## src/verilog/phwa_regs.vh

```
`ifndef PHWA_REGS_VH
`define PHWA_REGS_VH
// Word indices; byte address is four times the index.
`define PHWA_IDX_SCREEN      5'h08
`define PHWA_IDX_DISPLAY     5'h09
`define PHWA_IDX_YEAR        5'h0a
`define PHWA_IDX_MONTH       5'h0b
`define PHWA_IDX_DATE        5'h0c
`define PHWA_IDX_TIME        5'h0d
`define PHWA_IDX_CONTROL     5'h0e
`define PHWA_IDX_RESERVED    5'h0f
`define PHWA_IDX_WIN_CTRL    5'h10
`define PHWA_IDX_WIN_NUM     5'h11
`define PHWA_IDX_WIN_X       5'h12
`define PHWA_IDX_WIN_Y       5'h13
// Status, clock readback and config words.
`define PHWA_IDX_STATUS      5'h06
`define PHWA_IDX_CLK_YEAR    5'h02
`define PHWA_IDX_CLK_MONTH   5'h03
`define PHWA_IDX_CLK_DATE    5'h04
`define PHWA_IDX_CLK_TIME    5'h05
`define PHWA_IDX_CONFIG      5'h14
// Control word bit positions.
`define PHWA_CTL_BACKLIGHT   0
`define PHWA_CTL_BUZZER_ON   1
`define PHWA_CTL_PRINT       2
`define PHWA_CTL_BUZZ_DIS    4
`define PHWA_CTL_AUX_DIS     5
`define PHWA_CTL_EXCL        7
`define PHWA_CTL_EXT_VIDEO   8
`define PHWA_CTL_HC_CANCEL   11
// Status bit positions.
`define PHWA_ST_PRINTING     2
`define PHWA_ST_SET_WRITTEN  3
`define PHWA_ST_EXCL         7
`define PHWA_ST_ENTRY_ERR    8
`define PHWA_ST_DISP_OFF     9
// Window control bits and other values.
`define PHWA_WIN_SHOW        0
`define PHWA_WIN_LOCK        1
`define PHWA_YEAR_FLAG       15
`define PHWA_DISPLAY_OFF     16'hffff
`define PHWA_SCREEN_MAX_BIN  16'h232f
`define PHWA_SCREEN_MAX_BCD  16'h07cf
`define PHWA_RESET_WORD      16'h0000
`define PHWA_RESET_SCREEN    16'h0001
`define PHWA_PRINT_CYCLES    16'h0040
`define PHWA_RESP_OKAY       2'b00
`define PHWA_RESP_SLVERR     2'b10
`endif

```

## src/verilog/phwa_host_area.v

```verilog
// Summary of operation
// - Requested screen number word.
// - Word 9: zero shows, ones blank.
// - Year bit 15 toggle loads clock.
// - Control bit 0 dims backlight only.
// - Control bit 1: buzzer.
// - Print, mute, aux, video, cancel bits.
// - Control bit 7: exclusive access.
// - Window bit 0 shows, bit 1 locks.
// - Window number and position from words.
// - Printing status held through print job.
// - Keypad entry inverts set-written status.
// - Exclusive access status bit.
// - Entry range error status.
// - Status bit 9 follows display off.
// - Backlight bit leaves status 9 alone.
// - Copy cancel bit never self-clears.
//
// Decided for this implementation: register access over AXI4-Lite.
`include "phwa_regs.vh"
`default_nettype none
module phwa_host_area (
    input  wire        CORE_CLK,
    input  wire        RST,
    input  wire [31:0] S_AXI_AWADDR,
    input  wire        S_AXI_AWVALID,
    output reg         S_AXI_AWREADY,
    input  wire [31:0] S_AXI_WDATA,
    input  wire [3:0]  S_AXI_WSTRB,
    input  wire        S_AXI_WVALID,
    output reg         S_AXI_WREADY,
    output reg  [1:0]  S_AXI_BRESP,
    output reg         S_AXI_BVALID,
    input  wire        S_AXI_BREADY,
    input  wire [31:0] S_AXI_ARADDR,
    input  wire        S_AXI_ARVALID,
    output reg         S_AXI_ARREADY,
    output reg  [31:0] S_AXI_RDATA,
    output reg  [1:0]  S_AXI_RRESP,
    output reg         S_AXI_RVALID,
    input  wire        S_AXI_RREADY,
    input  wire        KEY_ENTRY,
    input  wire        KEY_OUT_OF_RANGE,
    input  wire        STANDBY_TIMEOUT,
    input  wire        SCREEN_TOUCH,
    input  wire        MULTI_LINK,
    output reg  [15:0] SCREEN_NUMBER,
    output reg         SCREEN_NUMBER_VALID,
    output reg         DISPLAY_ON,
    output reg         BACKLIGHT_ON,
    output reg         BUZZER,
    output reg         AUX_ENABLE,
    output reg         PRINTING,
    output reg         EXT_VIDEO,
    output reg         EXCLUSIVE_HOST_ACCESS,
    output reg         WINDOW_SHOW,
    output reg         WINDOW_ORDER_LOCK,
    output reg  [15:0] WINDOW_NUMBER,
    output reg  [15:0] WINDOW_X,
    output reg  [15:0] WINDOW_Y,
    output reg         CLOCK_LOAD,
    output reg  [15:0] CLOCK_YEAR,
    output reg  [15:0] CLOCK_MONTH,
    output reg  [15:0] CLOCK_DATE,
    output reg  [15:0] CLOCK_TIME
);
    // ------------------------------------------------------------------
    // Registers and synchronised panel events
    // ------------------------------------------------------------------
    reg [15:0] screen_reg; // Requested screen.
    reg [15:0] display_reg; // Display word.
    reg [15:0] year_reg; // Year and load flag.
    reg [15:0] month_reg; // Month set value.
    reg [15:0] date_reg; // Date set value.
    reg [15:0] time_reg; // Time set value.
    reg [15:0] control_reg; // Control word.
    reg [15:0] win_ctrl_reg; // Window control.
    reg [15:0] win_num_reg; // Window number.
    reg [15:0] win_x_reg; // Window X.
    reg [15:0] win_y_reg; // Window Y.
    reg        bcd_mode_reg; // BCD screen mode.
    reg        flag_last_reg; // Last load flag.
    reg        disp_off_reg; // Display off.
    reg        set_written_reg; // Entry toggle.
    reg        entry_err_reg; // Entry error.
    reg        print_last_reg; // Last print bit.
    reg [15:0] print_cnt_reg; // Print cycles left.
    reg [15:0] screen_last_reg; // Last screen.
    reg [15:0] wdata_hold_reg; // Write data.
    reg [4:0]  waddr_hold_reg; // Write index.
    reg        aw_have_reg; // Address held.
    reg        w_have_reg; // Data held.
    reg        wok_reg; // Address decodes.
    reg        wfull_reg; // Low half strobed.
    reg [15:0] rword; // Read word.
    reg        rok; // Read decodes.
    wire       key_lvl; // Keypad entry.
    wire       oor_lvl; // Out of range.
    wire       stby_lvl; // Standby timeout.
    wire       touch_lvl; // Screen touch.
    wire       multi_lvl; // Multi-link.
    wire       key_rise; // Entry pulse.
    wire       stby_rise; // Standby pulse.
    wire       touch_rise; // Touch pulse.
    wire       do_write; // Write complete.
    wire       print_active; // Job running.
    wire       screen_changed; // Screen changed.
    wire       disp_write; // Display word write.
    wire [4:0] aw_idx; // Write index.
    wire [4:0] ar_idx; // Read index.

    phwa_sync u_sync_key (.CLK(CORE_CLK), .RST(RST), .D(KEY_ENTRY),
        .Q(key_lvl));
    phwa_sync u_sync_oor (.CLK(CORE_CLK), .RST(RST),
        .D(KEY_OUT_OF_RANGE), .Q(oor_lvl));
    phwa_sync u_sync_stby (.CLK(CORE_CLK), .RST(RST),
        .D(STANDBY_TIMEOUT), .Q(stby_lvl));
    phwa_sync u_sync_touch (.CLK(CORE_CLK), .RST(RST),
        .D(SCREEN_TOUCH), .Q(touch_lvl));
    phwa_sync u_sync_multi (.CLK(CORE_CLK), .RST(RST), .D(MULTI_LINK),
        .Q(multi_lvl));
    phwa_edge u_edge_key (.CLK(CORE_CLK), .RST(RST), .D(key_lvl),
        .RISE(key_rise));
    phwa_edge u_edge_stby (.CLK(CORE_CLK), .RST(RST), .D(stby_lvl),
        .RISE(stby_rise));
    phwa_edge u_edge_touch (.CLK(CORE_CLK), .RST(RST), .D(touch_lvl),
        .RISE(touch_rise));

    // ------------------------------------------------------------------
    // Bus slave: write and read channels
    // ------------------------------------------------------------------
    assign aw_idx   = S_AXI_AWADDR[6:2];
    assign ar_idx   = S_AXI_ARADDR[6:2];
    assign do_write = aw_have_reg & w_have_reg & ~S_AXI_BVALID;
    assign disp_write = do_write & wok_reg & wfull_reg &
                        (waddr_hold_reg == `PHWA_IDX_DISPLAY);

    // Take address and data in any order.
    always @(posedge CORE_CLK) begin
        if (RST) begin
            S_AXI_AWREADY  <= 1'b1;
            S_AXI_WREADY   <= 1'b1;
            S_AXI_BVALID   <= 1'b0;
            S_AXI_BRESP    <= `PHWA_RESP_OKAY;
            aw_have_reg    <= 1'b0;
            w_have_reg     <= 1'b0;
            wok_reg        <= 1'b0;
            wfull_reg      <= 1'b0;
            waddr_hold_reg <= 5'h00;
            wdata_hold_reg <= `PHWA_RESET_WORD;
        end else begin
            if (S_AXI_AWVALID && S_AXI_AWREADY) begin
                aw_have_reg    <= 1'b1;
                S_AXI_AWREADY  <= 1'b0;
                waddr_hold_reg <= aw_idx;
                wok_reg        <= (S_AXI_AWADDR[31:7] == 25'h0) &&
                                  (aw_idx >= `PHWA_IDX_SCREEN) &&
                                  (aw_idx <= `PHWA_IDX_CONFIG);
            end
            if (S_AXI_WVALID && S_AXI_WREADY) begin
                w_have_reg     <= 1'b1;
                S_AXI_WREADY   <= 1'b0;
                wdata_hold_reg <= S_AXI_WDATA[15:0];
                wfull_reg      <= S_AXI_WSTRB[0] & S_AXI_WSTRB[1];
            end
            if (do_write) begin
                // Unmapped words answer with a slave error.
                S_AXI_BVALID <= 1'b1;
                S_AXI_BRESP  <= wok_reg ? `PHWA_RESP_OKAY
                                        : `PHWA_RESP_SLVERR;
            end else if (S_AXI_BVALID && S_AXI_BREADY) begin
                S_AXI_BVALID  <= 1'b0;
                aw_have_reg   <= 1'b0;
                w_have_reg    <= 1'b0;
                S_AXI_AWREADY <= 1'b1;
                S_AXI_WREADY  <= 1'b1;
            end
        end
    end

    // Store a full low-half write.
    always @(posedge CORE_CLK) begin
        if (RST) begin
            screen_reg   <= `PHWA_RESET_SCREEN;
            display_reg  <= `PHWA_RESET_WORD;
            year_reg     <= `PHWA_RESET_WORD;
            month_reg    <= `PHWA_RESET_WORD;
            date_reg     <= `PHWA_RESET_WORD;
            time_reg     <= `PHWA_RESET_WORD;
            control_reg  <= `PHWA_RESET_WORD;
            win_ctrl_reg <= `PHWA_RESET_WORD;
            win_num_reg  <= `PHWA_RESET_WORD;
            win_x_reg    <= `PHWA_RESET_WORD;
            win_y_reg    <= `PHWA_RESET_WORD;
            bcd_mode_reg <= 1'b0;
        end else if (do_write && wok_reg && wfull_reg) begin
            case (waddr_hold_reg)
                `PHWA_IDX_SCREEN:   screen_reg   <= wdata_hold_reg;
                `PHWA_IDX_DISPLAY:  display_reg  <= wdata_hold_reg;
                `PHWA_IDX_YEAR:     year_reg     <= wdata_hold_reg;
                `PHWA_IDX_MONTH:    month_reg    <= wdata_hold_reg;
                `PHWA_IDX_DATE:     date_reg     <= wdata_hold_reg;
                `PHWA_IDX_TIME:     time_reg     <= wdata_hold_reg;
                `PHWA_IDX_CONTROL:  control_reg  <= wdata_hold_reg;
                `PHWA_IDX_WIN_CTRL: win_ctrl_reg <= wdata_hold_reg;
                `PHWA_IDX_WIN_NUM:  win_num_reg  <= wdata_hold_reg;
                `PHWA_IDX_WIN_X:    win_x_reg    <= wdata_hold_reg;
                `PHWA_IDX_WIN_Y:    win_y_reg    <= wdata_hold_reg;
                `PHWA_IDX_CONFIG:   bcd_mode_reg <= wdata_hold_reg[0];
                default:            bcd_mode_reg <= bcd_mode_reg;
            endcase
        end
    end

    // Read mux, status and clock words too.
    always @* begin
        rword = 16'h0000;
        rok   = (S_AXI_ARADDR[31:7] == 25'h0);
        case (ar_idx)
            `PHWA_IDX_CLK_YEAR:  rword = {1'b0, year_reg[14:0]};
            `PHWA_IDX_CLK_MONTH: rword = month_reg;
            `PHWA_IDX_CLK_DATE:  rword = date_reg;
            `PHWA_IDX_CLK_TIME:  rword = time_reg;
            `PHWA_IDX_STATUS: begin
                rword[`PHWA_ST_PRINTING]    = print_active;
                rword[`PHWA_ST_SET_WRITTEN] = set_written_reg;
                rword[`PHWA_ST_EXCL]        = EXCLUSIVE_HOST_ACCESS;
                rword[`PHWA_ST_ENTRY_ERR]   = entry_err_reg;
                rword[`PHWA_ST_DISP_OFF]    = disp_off_reg;
            end
            `PHWA_IDX_SCREEN:   rword = screen_reg;
            `PHWA_IDX_DISPLAY:  rword = display_reg;
            `PHWA_IDX_YEAR:     rword = year_reg;
            `PHWA_IDX_MONTH:    rword = month_reg;
            `PHWA_IDX_DATE:     rword = date_reg;
            `PHWA_IDX_TIME:     rword = time_reg;
            `PHWA_IDX_CONTROL:  rword = control_reg;
            `PHWA_IDX_RESERVED: rword = 16'h0000;
            `PHWA_IDX_WIN_CTRL: rword = win_ctrl_reg;
            `PHWA_IDX_WIN_NUM:  rword = win_num_reg;
            `PHWA_IDX_WIN_X:    rword = win_x_reg;
            `PHWA_IDX_WIN_Y:    rword = win_y_reg;
            `PHWA_IDX_CONFIG:   rword = {15'h0000, bcd_mode_reg};
            default:            rok   = 1'b0;
        endcase
    end

    // Answer a read a cycle after its address.
    always @(posedge CORE_CLK) begin
        if (RST) begin
            S_AXI_ARREADY <= 1'b1;
            S_AXI_RVALID  <= 1'b0;
            S_AXI_RDATA   <= 32'h00000000;
            S_AXI_RRESP   <= `PHWA_RESP_OKAY;
        end else if (S_AXI_ARVALID && S_AXI_ARREADY) begin
            S_AXI_ARREADY <= 1'b0;
            S_AXI_RVALID  <= 1'b1;
            S_AXI_RDATA   <= {16'h0000, rword};
            S_AXI_RRESP   <= rok ? `PHWA_RESP_OKAY : `PHWA_RESP_SLVERR;
        end else if (S_AXI_RVALID && S_AXI_RREADY) begin
            S_AXI_RVALID  <= 1'b0;
            S_AXI_ARREADY <= 1'b1;
        end
    end

    // ------------------------------------------------------------------
    // Panel behaviour
    // ------------------------------------------------------------------
    assign print_active   = (print_cnt_reg != 16'h0000);
    assign screen_changed = (screen_reg != screen_last_reg);

    // Status flags; a set beats a clear, except that print cancel beats a print start.
    always @(posedge CORE_CLK) begin
        if (RST) begin
            flag_last_reg   <= 1'b0;
            disp_off_reg    <= 1'b0;
            set_written_reg <= 1'b0;
            entry_err_reg   <= 1'b0;
            print_last_reg  <= 1'b0;
            print_cnt_reg   <= 16'h0000;
            screen_last_reg <= `PHWA_RESET_SCREEN;
            CLOCK_LOAD      <= 1'b0;
        end else begin
            flag_last_reg   <= year_reg[`PHWA_YEAR_FLAG];
            screen_last_reg <= screen_reg;
            CLOCK_LOAD <= year_reg[`PHWA_YEAR_FLAG] ^ flag_last_reg;
            if ((disp_write && wdata_hold_reg == `PHWA_DISPLAY_OFF) ||
                stby_rise) begin
                disp_off_reg <= 1'b1;
            end else if ((disp_write && wdata_hold_reg == 16'h0000) ||
                         touch_rise || screen_changed) begin
                disp_off_reg <= 1'b0;
            end
            if (key_rise) begin
                set_written_reg <= ~set_written_reg;
            end
            if (key_rise && oor_lvl) begin
                entry_err_reg <= 1'b1;
            end else if (key_rise || screen_changed) begin
                entry_err_reg <= 1'b0;
            end
            print_last_reg <= control_reg[`PHWA_CTL_PRINT];
            if (control_reg[`PHWA_CTL_PRINT] && !print_last_reg &&
                !print_active && !control_reg[`PHWA_CTL_HC_CANCEL]) begin
                print_cnt_reg <= `PHWA_PRINT_CYCLES;
            end else if (control_reg[`PHWA_CTL_HC_CANCEL]) begin
                print_cnt_reg <= 16'h0000;
            end else if (print_active) begin
                print_cnt_reg <= print_cnt_reg - 16'h0001;
            end
        end
    end

    // Panel outputs follow the stored words.
    always @(posedge CORE_CLK) begin
        if (RST) begin
            SCREEN_NUMBER         <= `PHWA_RESET_SCREEN;
            SCREEN_NUMBER_VALID   <= 1'b0;
            DISPLAY_ON            <= 1'b1;
            BACKLIGHT_ON          <= 1'b1;
            BUZZER                <= 1'b0;
            AUX_ENABLE            <= 1'b1;
            PRINTING              <= 1'b0;
            EXT_VIDEO             <= 1'b0;
            EXCLUSIVE_HOST_ACCESS <= 1'b0;
            WINDOW_SHOW           <= 1'b0;
            WINDOW_ORDER_LOCK     <= 1'b0;
            WINDOW_NUMBER         <= `PHWA_RESET_WORD;
            WINDOW_X              <= `PHWA_RESET_WORD;
            WINDOW_Y              <= `PHWA_RESET_WORD;
            CLOCK_YEAR            <= `PHWA_RESET_WORD;
            CLOCK_MONTH           <= `PHWA_RESET_WORD;
            CLOCK_DATE            <= `PHWA_RESET_WORD;
            CLOCK_TIME            <= `PHWA_RESET_WORD;
        end else begin
            SCREEN_NUMBER       <= screen_reg;
            SCREEN_NUMBER_VALID <= (screen_reg != 16'h0000) &&
                (screen_reg <= (bcd_mode_reg ? `PHWA_SCREEN_MAX_BCD
                                             : `PHWA_SCREEN_MAX_BIN));
            DISPLAY_ON <= ~disp_off_reg;
            BACKLIGHT_ON <= ~control_reg[`PHWA_CTL_BACKLIGHT];
            BUZZER <= control_reg[`PHWA_CTL_BUZZER_ON] &
                      ~control_reg[`PHWA_CTL_BUZZ_DIS];
            AUX_ENABLE <= ~control_reg[`PHWA_CTL_AUX_DIS];
            EXT_VIDEO  <= control_reg[`PHWA_CTL_EXT_VIDEO];
            PRINTING   <= print_active;
            EXCLUSIVE_HOST_ACCESS <= control_reg[`PHWA_CTL_EXCL] &
                                     multi_lvl;
            WINDOW_SHOW       <= win_ctrl_reg[`PHWA_WIN_SHOW];
            WINDOW_ORDER_LOCK <= win_ctrl_reg[`PHWA_WIN_LOCK];
            WINDOW_NUMBER <= win_num_reg;
            WINDOW_X      <= win_x_reg;
            WINDOW_Y      <= win_y_reg;
            // Clock set values follow the stored words.
            CLOCK_YEAR  <= {1'b0, year_reg[14:0]};
            CLOCK_MONTH <= month_reg;
            CLOCK_DATE  <= date_reg;
            CLOCK_TIME  <= time_reg;
        end
    end
endmodule // phwa_host_area
`default_nettype wire

```

## src/verilog/phwa_sync.v

```verilog
`default_nettype none
// Two-stage synchroniser for an outside level.
module phwa_sync (
    input  wire CLK,
    input  wire RST,
    input  wire D,
    output reg  Q
);
    reg meta_reg;  // First stage.

    // Capture and settle the input level.
    always @(posedge CLK) begin
        if (RST) begin
            meta_reg <= 1'b0;
            Q        <= 1'b0;
        end else begin
            meta_reg <= D;
            Q        <= meta_reg;
        end
    end
endmodule // phwa_sync
`default_nettype wire

```

## src/verilog/phwa_edge.v

```verilog
`default_nettype none
// Rising edge pulse of a synchronised level.
module phwa_edge (
    input  wire CLK,
    input  wire RST,
    input  wire D,
    output wire RISE
);
    reg last_reg;  // Level seen in the previous cycle.

    // Remember the previous level.
    always @(posedge CLK) begin
        if (RST) begin
            last_reg <= 1'b0;
        end else begin
            last_reg <= D;
        end
    end

    assign RISE = D & ~last_reg;
endmodule // phwa_edge
`default_nettype wire

```

## config.mk

```make
export PLATFORM = sky130hd
export DESIGN_NAME = phwa_host_area
export DESIGN_NICKNAME = d
export VERILOG_FILES = /design/src/verilog/phwa_host_area.v /design/src/verilog/phwa_sync.v /design/src/verilog/phwa_edge.v
export VERILOG_INCLUDE_DIRS = /design/src /design/src/verilog
export SDC_FILE = /design/constraint.sdc
export NUM_CORES = 1
export LEC_CHECK = 0
export ABC_CLOCK_PERIOD_IN_PS = 3100
export BUFFER_PORTS_ARGS = -buffer_cell sky130_fd_sc_hd__buf_2
export CORE_ASPECT_RATIO = 1.2
export CORE_UTILIZATION = 61
export CTS_BUF_LIST = sky130_fd_sc_hd__clkbuf_8
export DETAILED_ROUTE_END_ITERATION = 8
export PLACE_DENSITY_LB_ADDON = 0.2
export SLEW_MARGIN = 25
export SYNTH_ARGS = -nofsm -noshare
export SYNTH_HDL_FRONTEND = slang
export SYNTH_SLANG_ARGS = --single-unit
```

## constraint.sdc

```tcl
create_clock -name CORE_CLK -period 3.1 [get_ports CORE_CLK]
set_input_delay 0.465 -clock CORE_CLK [delete_from_list [all_inputs] [get_ports CORE_CLK]]
set_output_delay 0.465 -clock CORE_CLK [all_outputs]
set_load 0.03 [all_outputs]
```

# == Word-level counts from Yosys, hierarchy flattened ==
# Cells that the tools add are included.
# W data, S select, Z words.
# totals
register_bits,400
out_inout_bits,180
elab_cells,208
# classes
add_sub_neg,1
order_cmp,3
reduce_logical,51
eq_ne,32
n_bitwise,21
muxes,34
# ops
operator,count
$eq A5 B4 Y1 const B,15
$pmux W6 S12,1
$eq A5 B5 Y1 const B,10
$logic_not A25 Y1,2
$pmux W2 S12,2
$pmux W3 S12,1
$pmux W3 S11,1
$reduce_bool A16 Y1,2
$reduce_and A2 Y1,12
$mux W1,23
$mux W7,3
$reduce_or A18 Y1,1
$eq A16 B16 Y1 const B,1
$le A16 B14 Y1,1
$logic_and A1 B1 Y1,16
$logic_not A16 Y1,1
$ne A16 B16 Y1,1
$sub A16 B1 Y16 const B,1
$eq A5 B3 Y1 const B,3
$mux W14,1
$and A1 B1 Y1,11
$eq A5 B2 Y1 const B,2
$not A1 Y1,9
$reduce_bool A2 Y1,4
9 further kinds,18

# == Logic depth before layout (Yosys ltp) ==
# depth
word_depth,10
depth_mapped,10
mapped_depth_nobuf,7

# == Modules after synthesis ==
# From an unflattened synthesis, not the netlist that was laid out.
# hier_totals
hier_cells,1618
area_unflattened_um2,15023.2
# modules_own_cells
module,n_inst,area_each_um2,cells_each,seq_area_each_um2
phwa_host_area,1,14617.8,1589,7687.4
phwa_sync,5,52.6,4,40.0
phwa_edge,3,47.5,3,20.0

# == Least setup slack after synthesis ==
# OpenSTA, ideal clock, no wires.
# synth_path
path_kind,register to register
start,reg S_AXI_BVALID
end,reg year_reg[10]
n_path_buf,4
arrival_time_ps,1902
required_ps,2972
synth_period_minus_slack_ps,2030
path_slack_ps,1070
setup_time_ps,128
stages_incl_launch_ff,10
cell_sequence,dfxtp_1 -> and3b_1 -> clkbuf_2 -> and4b_1 -> buf_2 -> nand3b_1 -> buf_2 -> buf_4 -> mux2i_1 -> nor2_1
# synth_via
elab_chain_len,5
# synth_rtl
item,line_no,rtl
start: declaration,phwa_host_area.v:33,"output reg S_AXI_BVALID,"
start signal: assignment,phwa_host_area.v:143,S_AXI_BVALID <= 1'b0;
start signal: assignment,phwa_host_area.v:168,S_AXI_BVALID <= 1'b1;
start signal: assignment,phwa_host_area.v:172,S_AXI_BVALID <= 1'b0;
$not A1 Y1,phwa_host_area.v:134,assign do_write = aw_have_reg & w_have_reg & ~S_AXI_BVALID;
$and A1 B1 Y1,phwa_host_area.v:134,
$logic_and A1 B1 Y1 (2 in series),phwa_host_area.v:196,end else if (do_write && wok_reg && wfull_reg) begin
$reduce_and A2 Y1 (no line),-,
end signal: assignment,phwa_host_area.v:186,year_reg <= `PHWA_RESET_WORD;
end signal: assignment,phwa_host_area.v:200,`PHWA_IDX_YEAR: year_reg <= wdata_hold_reg;
end: declaration,phwa_host_area.v:72,reg [15:0] year_reg;
# Every way passes these cells.
# A chain may end at the register's enable or synchronous reset.

# == Worst setup path in the final report ==
# layout_path
start,reg print_cnt_reg[2]
end,reg print_cnt_reg[11]
# layout_via
elab_chain_len,5
elab_cells_between_ends,6
classes_between,1 x add/sub; 5 x reduce/logical
# layout_rtl
item,line_no,rtl
start: declaration,phwa_host_area.v:87,reg [15:0] print_cnt_reg;
start signal: assignment,phwa_host_area.v:305,print_cnt_reg <= `PHWA_PRINT_CYCLES;
start signal: assignment,phwa_host_area.v:309,print_cnt_reg <= print_cnt_reg - 16'h0001;
branches (longest 5 deep; another with $sub A16 B1 Y16),-,
# Parallel ways; which one is timed is not known.

==> impl.org <==
** Status
- Status :: finished clean

** Synthesis
- Combined area of all synthesized cells :: around 15,000 sq um
- Each instance of the synthesized netlist takes up on average slightly below 10 sq um.
- In this run, synthesis inferred 0 flip-flops with an integrated enable.
- In this run the biggest area consumer among cell types represents 53.0% of the synthesized area.
- Proportion of synthesized flip-flops having asynchronous set or reset :: 0%
- In the synthesized netlist the dominant register cell turns out to be sky130_fd_sc_hd__dfxtp_1.
- Post-synthesis instance total :: 1,545
- Yosys printed 0 warnings.
- After synthesis the netlist holds a flip-flop and latch count of 397.
- Ranked by total cell area, the synthesized netlist is headed by sky130_fd_sc_hd__dfxtp_1 (53%), sky130_fd_sc_hd__mux2i_1 (8.7%), sky130_fd_sc_hd__nor2b_1 (6.3%).
- Commonest cells post-synth :: sky130_fd_sc_hd__dfxtp_1 (397), sky130_fd_sc_hd__nand2_1 (161), sky130_fd_sc_hd__nor2_1 (159)
- By instance count, the leading cell after synthesis is sky130_fd_sc_hd__dfxtp_1.
- Number of unique standard cell types used by synthesis :: 68
- Cell type with the largest total area after synthesis :: sky130_fd_sc_hd__dfxtp_1
- Sequential cells were found to cover between 50% and 60% of the synthesized design area.

** Worst setup path
- Slowest cell delay on critical path :: 580 ps
- Worst setup path category :: flop to flop
- In this run the register-to-register setup slack is about 770 ps.
- The slowest stage of the critical path belongs to the cell sky130_fd_sc_hd__or4_4.
- Path depth of the worst reg2reg path :: 5
- At the worst endpoint, the required time is roughly 3500 ps.
- Series of cell instances along the critical path :: or4_4 > nand4bb_1 > nor3b_2 > or3_1 > nor2_1
- Critical path startpoint category :: flop
- Arrival time reported for the critical path endpoint :: 2770 ps
- Worst-path maximum fanout :: 15
- Sort of element at the end of the critical path :: flop

** Die
- Row generation in the floorplan step produced between 60 and 70 rows.
- Number of top-level pins :: between 200 and 300
- Total Die Area :: 25,200 sq um
- The floorplan step set the die height to 174 um.
- Measured along the x axis, the die boundary spans approximately 150 um.
- Effective utilization at floorplan :: around 62%
- Area of the core region :: ~24,000 sq um

** Placed design
- Before CTS, the worst setup slack after placement is 481 ps.
- Placer congestion estimate :: between 0.8 and 0.9
- Port buffering added 250 buffers.
- The HPWL after detailed placement is ~29,000 um.
- Instance area after placement :: between 15,000 and 20,000 sq um

** Detailed routing
- Post-Route WL :: ~42,000 um
- Antenna violation net count after detailed routing :: 0
- For this run, design rule violations remaining after detail routing come to 0.
- Detail-routed net length per standard cell :: ~20 um
- Vias per cell :: 5.78
- First drt pass iteration count :: 6
- Number of vias in the routed layout :: between 10,000 and 15,000
- The detailed router finished its first iteration with around 1,200 violations.

** Pwr
- For this design the static power due to leakage is around 7.5 nW.
- Overall power consumption after layout is estimated at around 10 mW.
- Dividing total power by cell area gives a power density of about 600 nW/um^2.
- The worst-case IR drop observed on VDD is between 0.0004 and 0.0005 V.

** Global routing
- Vias in the first global route :: approximately 12,000
- Pin count of the biggest net entering global routing :: 140
- Summed over all layers, the global routing overflow is 0.
- The initial antenna violation count is 1.
- Global routing used 32.3% of the available tracks.
- Global-route wire length before repair :: 64,000 um

** Clock network
- For the worst-skew pair, the clock arrives at the later sink with an insertion delay of ~600 ps.
- Post-CTS repair changed the size of 0 cells.
- CTS tree :: built
- The tree is rooted in a sky130_fd_sc_hd__clkbuf_8.
- CTS sink count :: around 400
- Clock-pin slew was measured on the worst setup and hold paths at 60 ps.
- Hold buffer count at cts :: 0
- In this run the post-CTS setup repair buffer count came out at 0.
- CTS built an H-tree with a depth of 2.
- Counting along the longest clock path gives a buffer depth of 3.
- Number of clock buffers inserted by TritonCTS :: 55

** Timing
- Max Clock Freq :: 429 MHz
- Max_slew headroom :: between 30% and 40%
- Final count of hold timing violations :: 0
- Post-route fraction of the period consumed by the critical path :: between 70% and 80%
- The final-report max-slew violation count was 0.
- Subtracting the final worst setup slack from the clock period gives about 2300 ps.
- Worst clock skew :: around 32 ps
- Setup violations, final :: 0
- Fin worst setup slack :: between 700 and 800 ps
- At the pin with the least slew margin, the transition time is between 900 and 1000 ps.
- Setup repair after global routing left no endpoint under its margin.
- In the final timing run, aggregate negative setup slack is 0 ps.

** Worst hold path
- In this run the worst hold path is classified as input pin to flop.
- Cell count of the worst hold path :: 2

** Finish
- Share of post-route cells with drive strength above 1 :: 21.6%
- Cell area after layout :: 17,400 sq um
- The number of antenna diodes in the final layout is 0.
- The net count of the finished layout is approximately 1,900.
- Synthesis-to-finish area growth :: 16.3%
- Fill cells in the final layout number about 1,800.

** Flow run
- Across the run, the number of max-cap violations was 0.
==> cell families after synthesis <==
kind of cell / share of synthesized area [%]
and+or+nand+nor: 20.9
DFF: 53.0
AOI/OAI and AO/OA: 10.2
buffers and inverters: 4.62
muxes: 8.82
xor gates and xnor gates: 1.81
adders and majority gates: 0.584
other: 0.0250
==> critical path: cells and delay by family, from the launching register on <==
family	cells	cell delay, ps
flops	1	340
simple gates	5	1840
==> power breakdown <==
group	total, mW	internal, mW	switching, mW
clock network	4.06	2.14	1.91
logic	0.871	0.321	0.550
registers	5.35	5.21	0.145
total	10.3	7.68	2.61
==> path summary, 6_finish.rpt <==
path,start,endpoint
max reg2reg,print_cnt_reg[2],print_cnt_reg[11]
min,SCREEN_TOUCH,u_sync_touch.meta_reg
min reg2reg,u_sync_touch.meta_reg,u_sync_touch.Q
max,print_cnt_reg[2],print_cnt_reg[11]
==> routing by layer <==
metal / up-vias / global-route usage [%] / routed length [um]
li1: 5740 / - / -
met5: - / 0 / 13
met3: 135 / 5.71 / 3630
met4: 2 / 20.6 / 2580
met2: 659 / 51.8 / 19200
met1: 5761 / 40.4 / 16300
==> stage by stage <==
stage               instances  utilization [%]  hold WS [ps]
floorplan                1563                -           391
global placement         2031             67.8           412
detailed placement       2031             67.8           424
CTS                      2128             72.5          62.3
global route             2128             72.5          76.6
finish                   2128             72.5          83.3
==> cell usage in the layout, fill, tap and decap left out, types with 12 or more instances in the layout <==
cell / count
sky130_fd_sc_hd__clkinv_2: 13
sky130_fd_sc_hd__xnor2_1: 19
sky130_fd_sc_hd__buf_2: 249
sky130_fd_sc_hd__a21oi_1: 84
sky130_fd_sc_hd__nand2b_1: 12
sky130_fd_sc_hd__nor2_1: 159
sky130_fd_sc_hd__buf_4: 30
sky130_fd_sc_hd__nand2_1: 161
sky130_fd_sc_hd__nand4_1: 21
sky130_fd_sc_hd__nand3_1: 19
sky130_fd_sc_hd__nor4_1: 24
sky130_fd_sc_hd__and3_1: 14
sky130_fd_sc_hd__mux2i_1: 131
sky130_fd_sc_hd__a222oi_1: 18
sky130_fd_sc_hd__xor2_1: 12
sky130_fd_sc_hd__dfxtp_1: 397
sky130_fd_sc_hd__nor2b_1: 150
sky130_fd_sc_hd__o21ai_0: 18
sky130_fd_sc_hd__a22o_1: 12
sky130_fd_sc_hd__clkbuf_8: 71
sky130_fd_sc_hd__inv_1: 17
sky130_fd_sc_hd__a221oi_1: 24
sky130_fd_sc_hd__a22oi_1: 20
sky130_fd_sc_hd__conb_1: 19
==> area by class of cell <==
cell class	instances	area, sq um	area share, %
repair buffers	281	1510	8.64
well taps	320	400	2.30
clock inverters	26	154	0.882
multi-input cells	1025	6420	36.8
flip-flops and latches	397	7950	45.6
clock buffers	71	977	5.60
inverters	8	30.0	0.172
(Power assumes the default switching activity.)
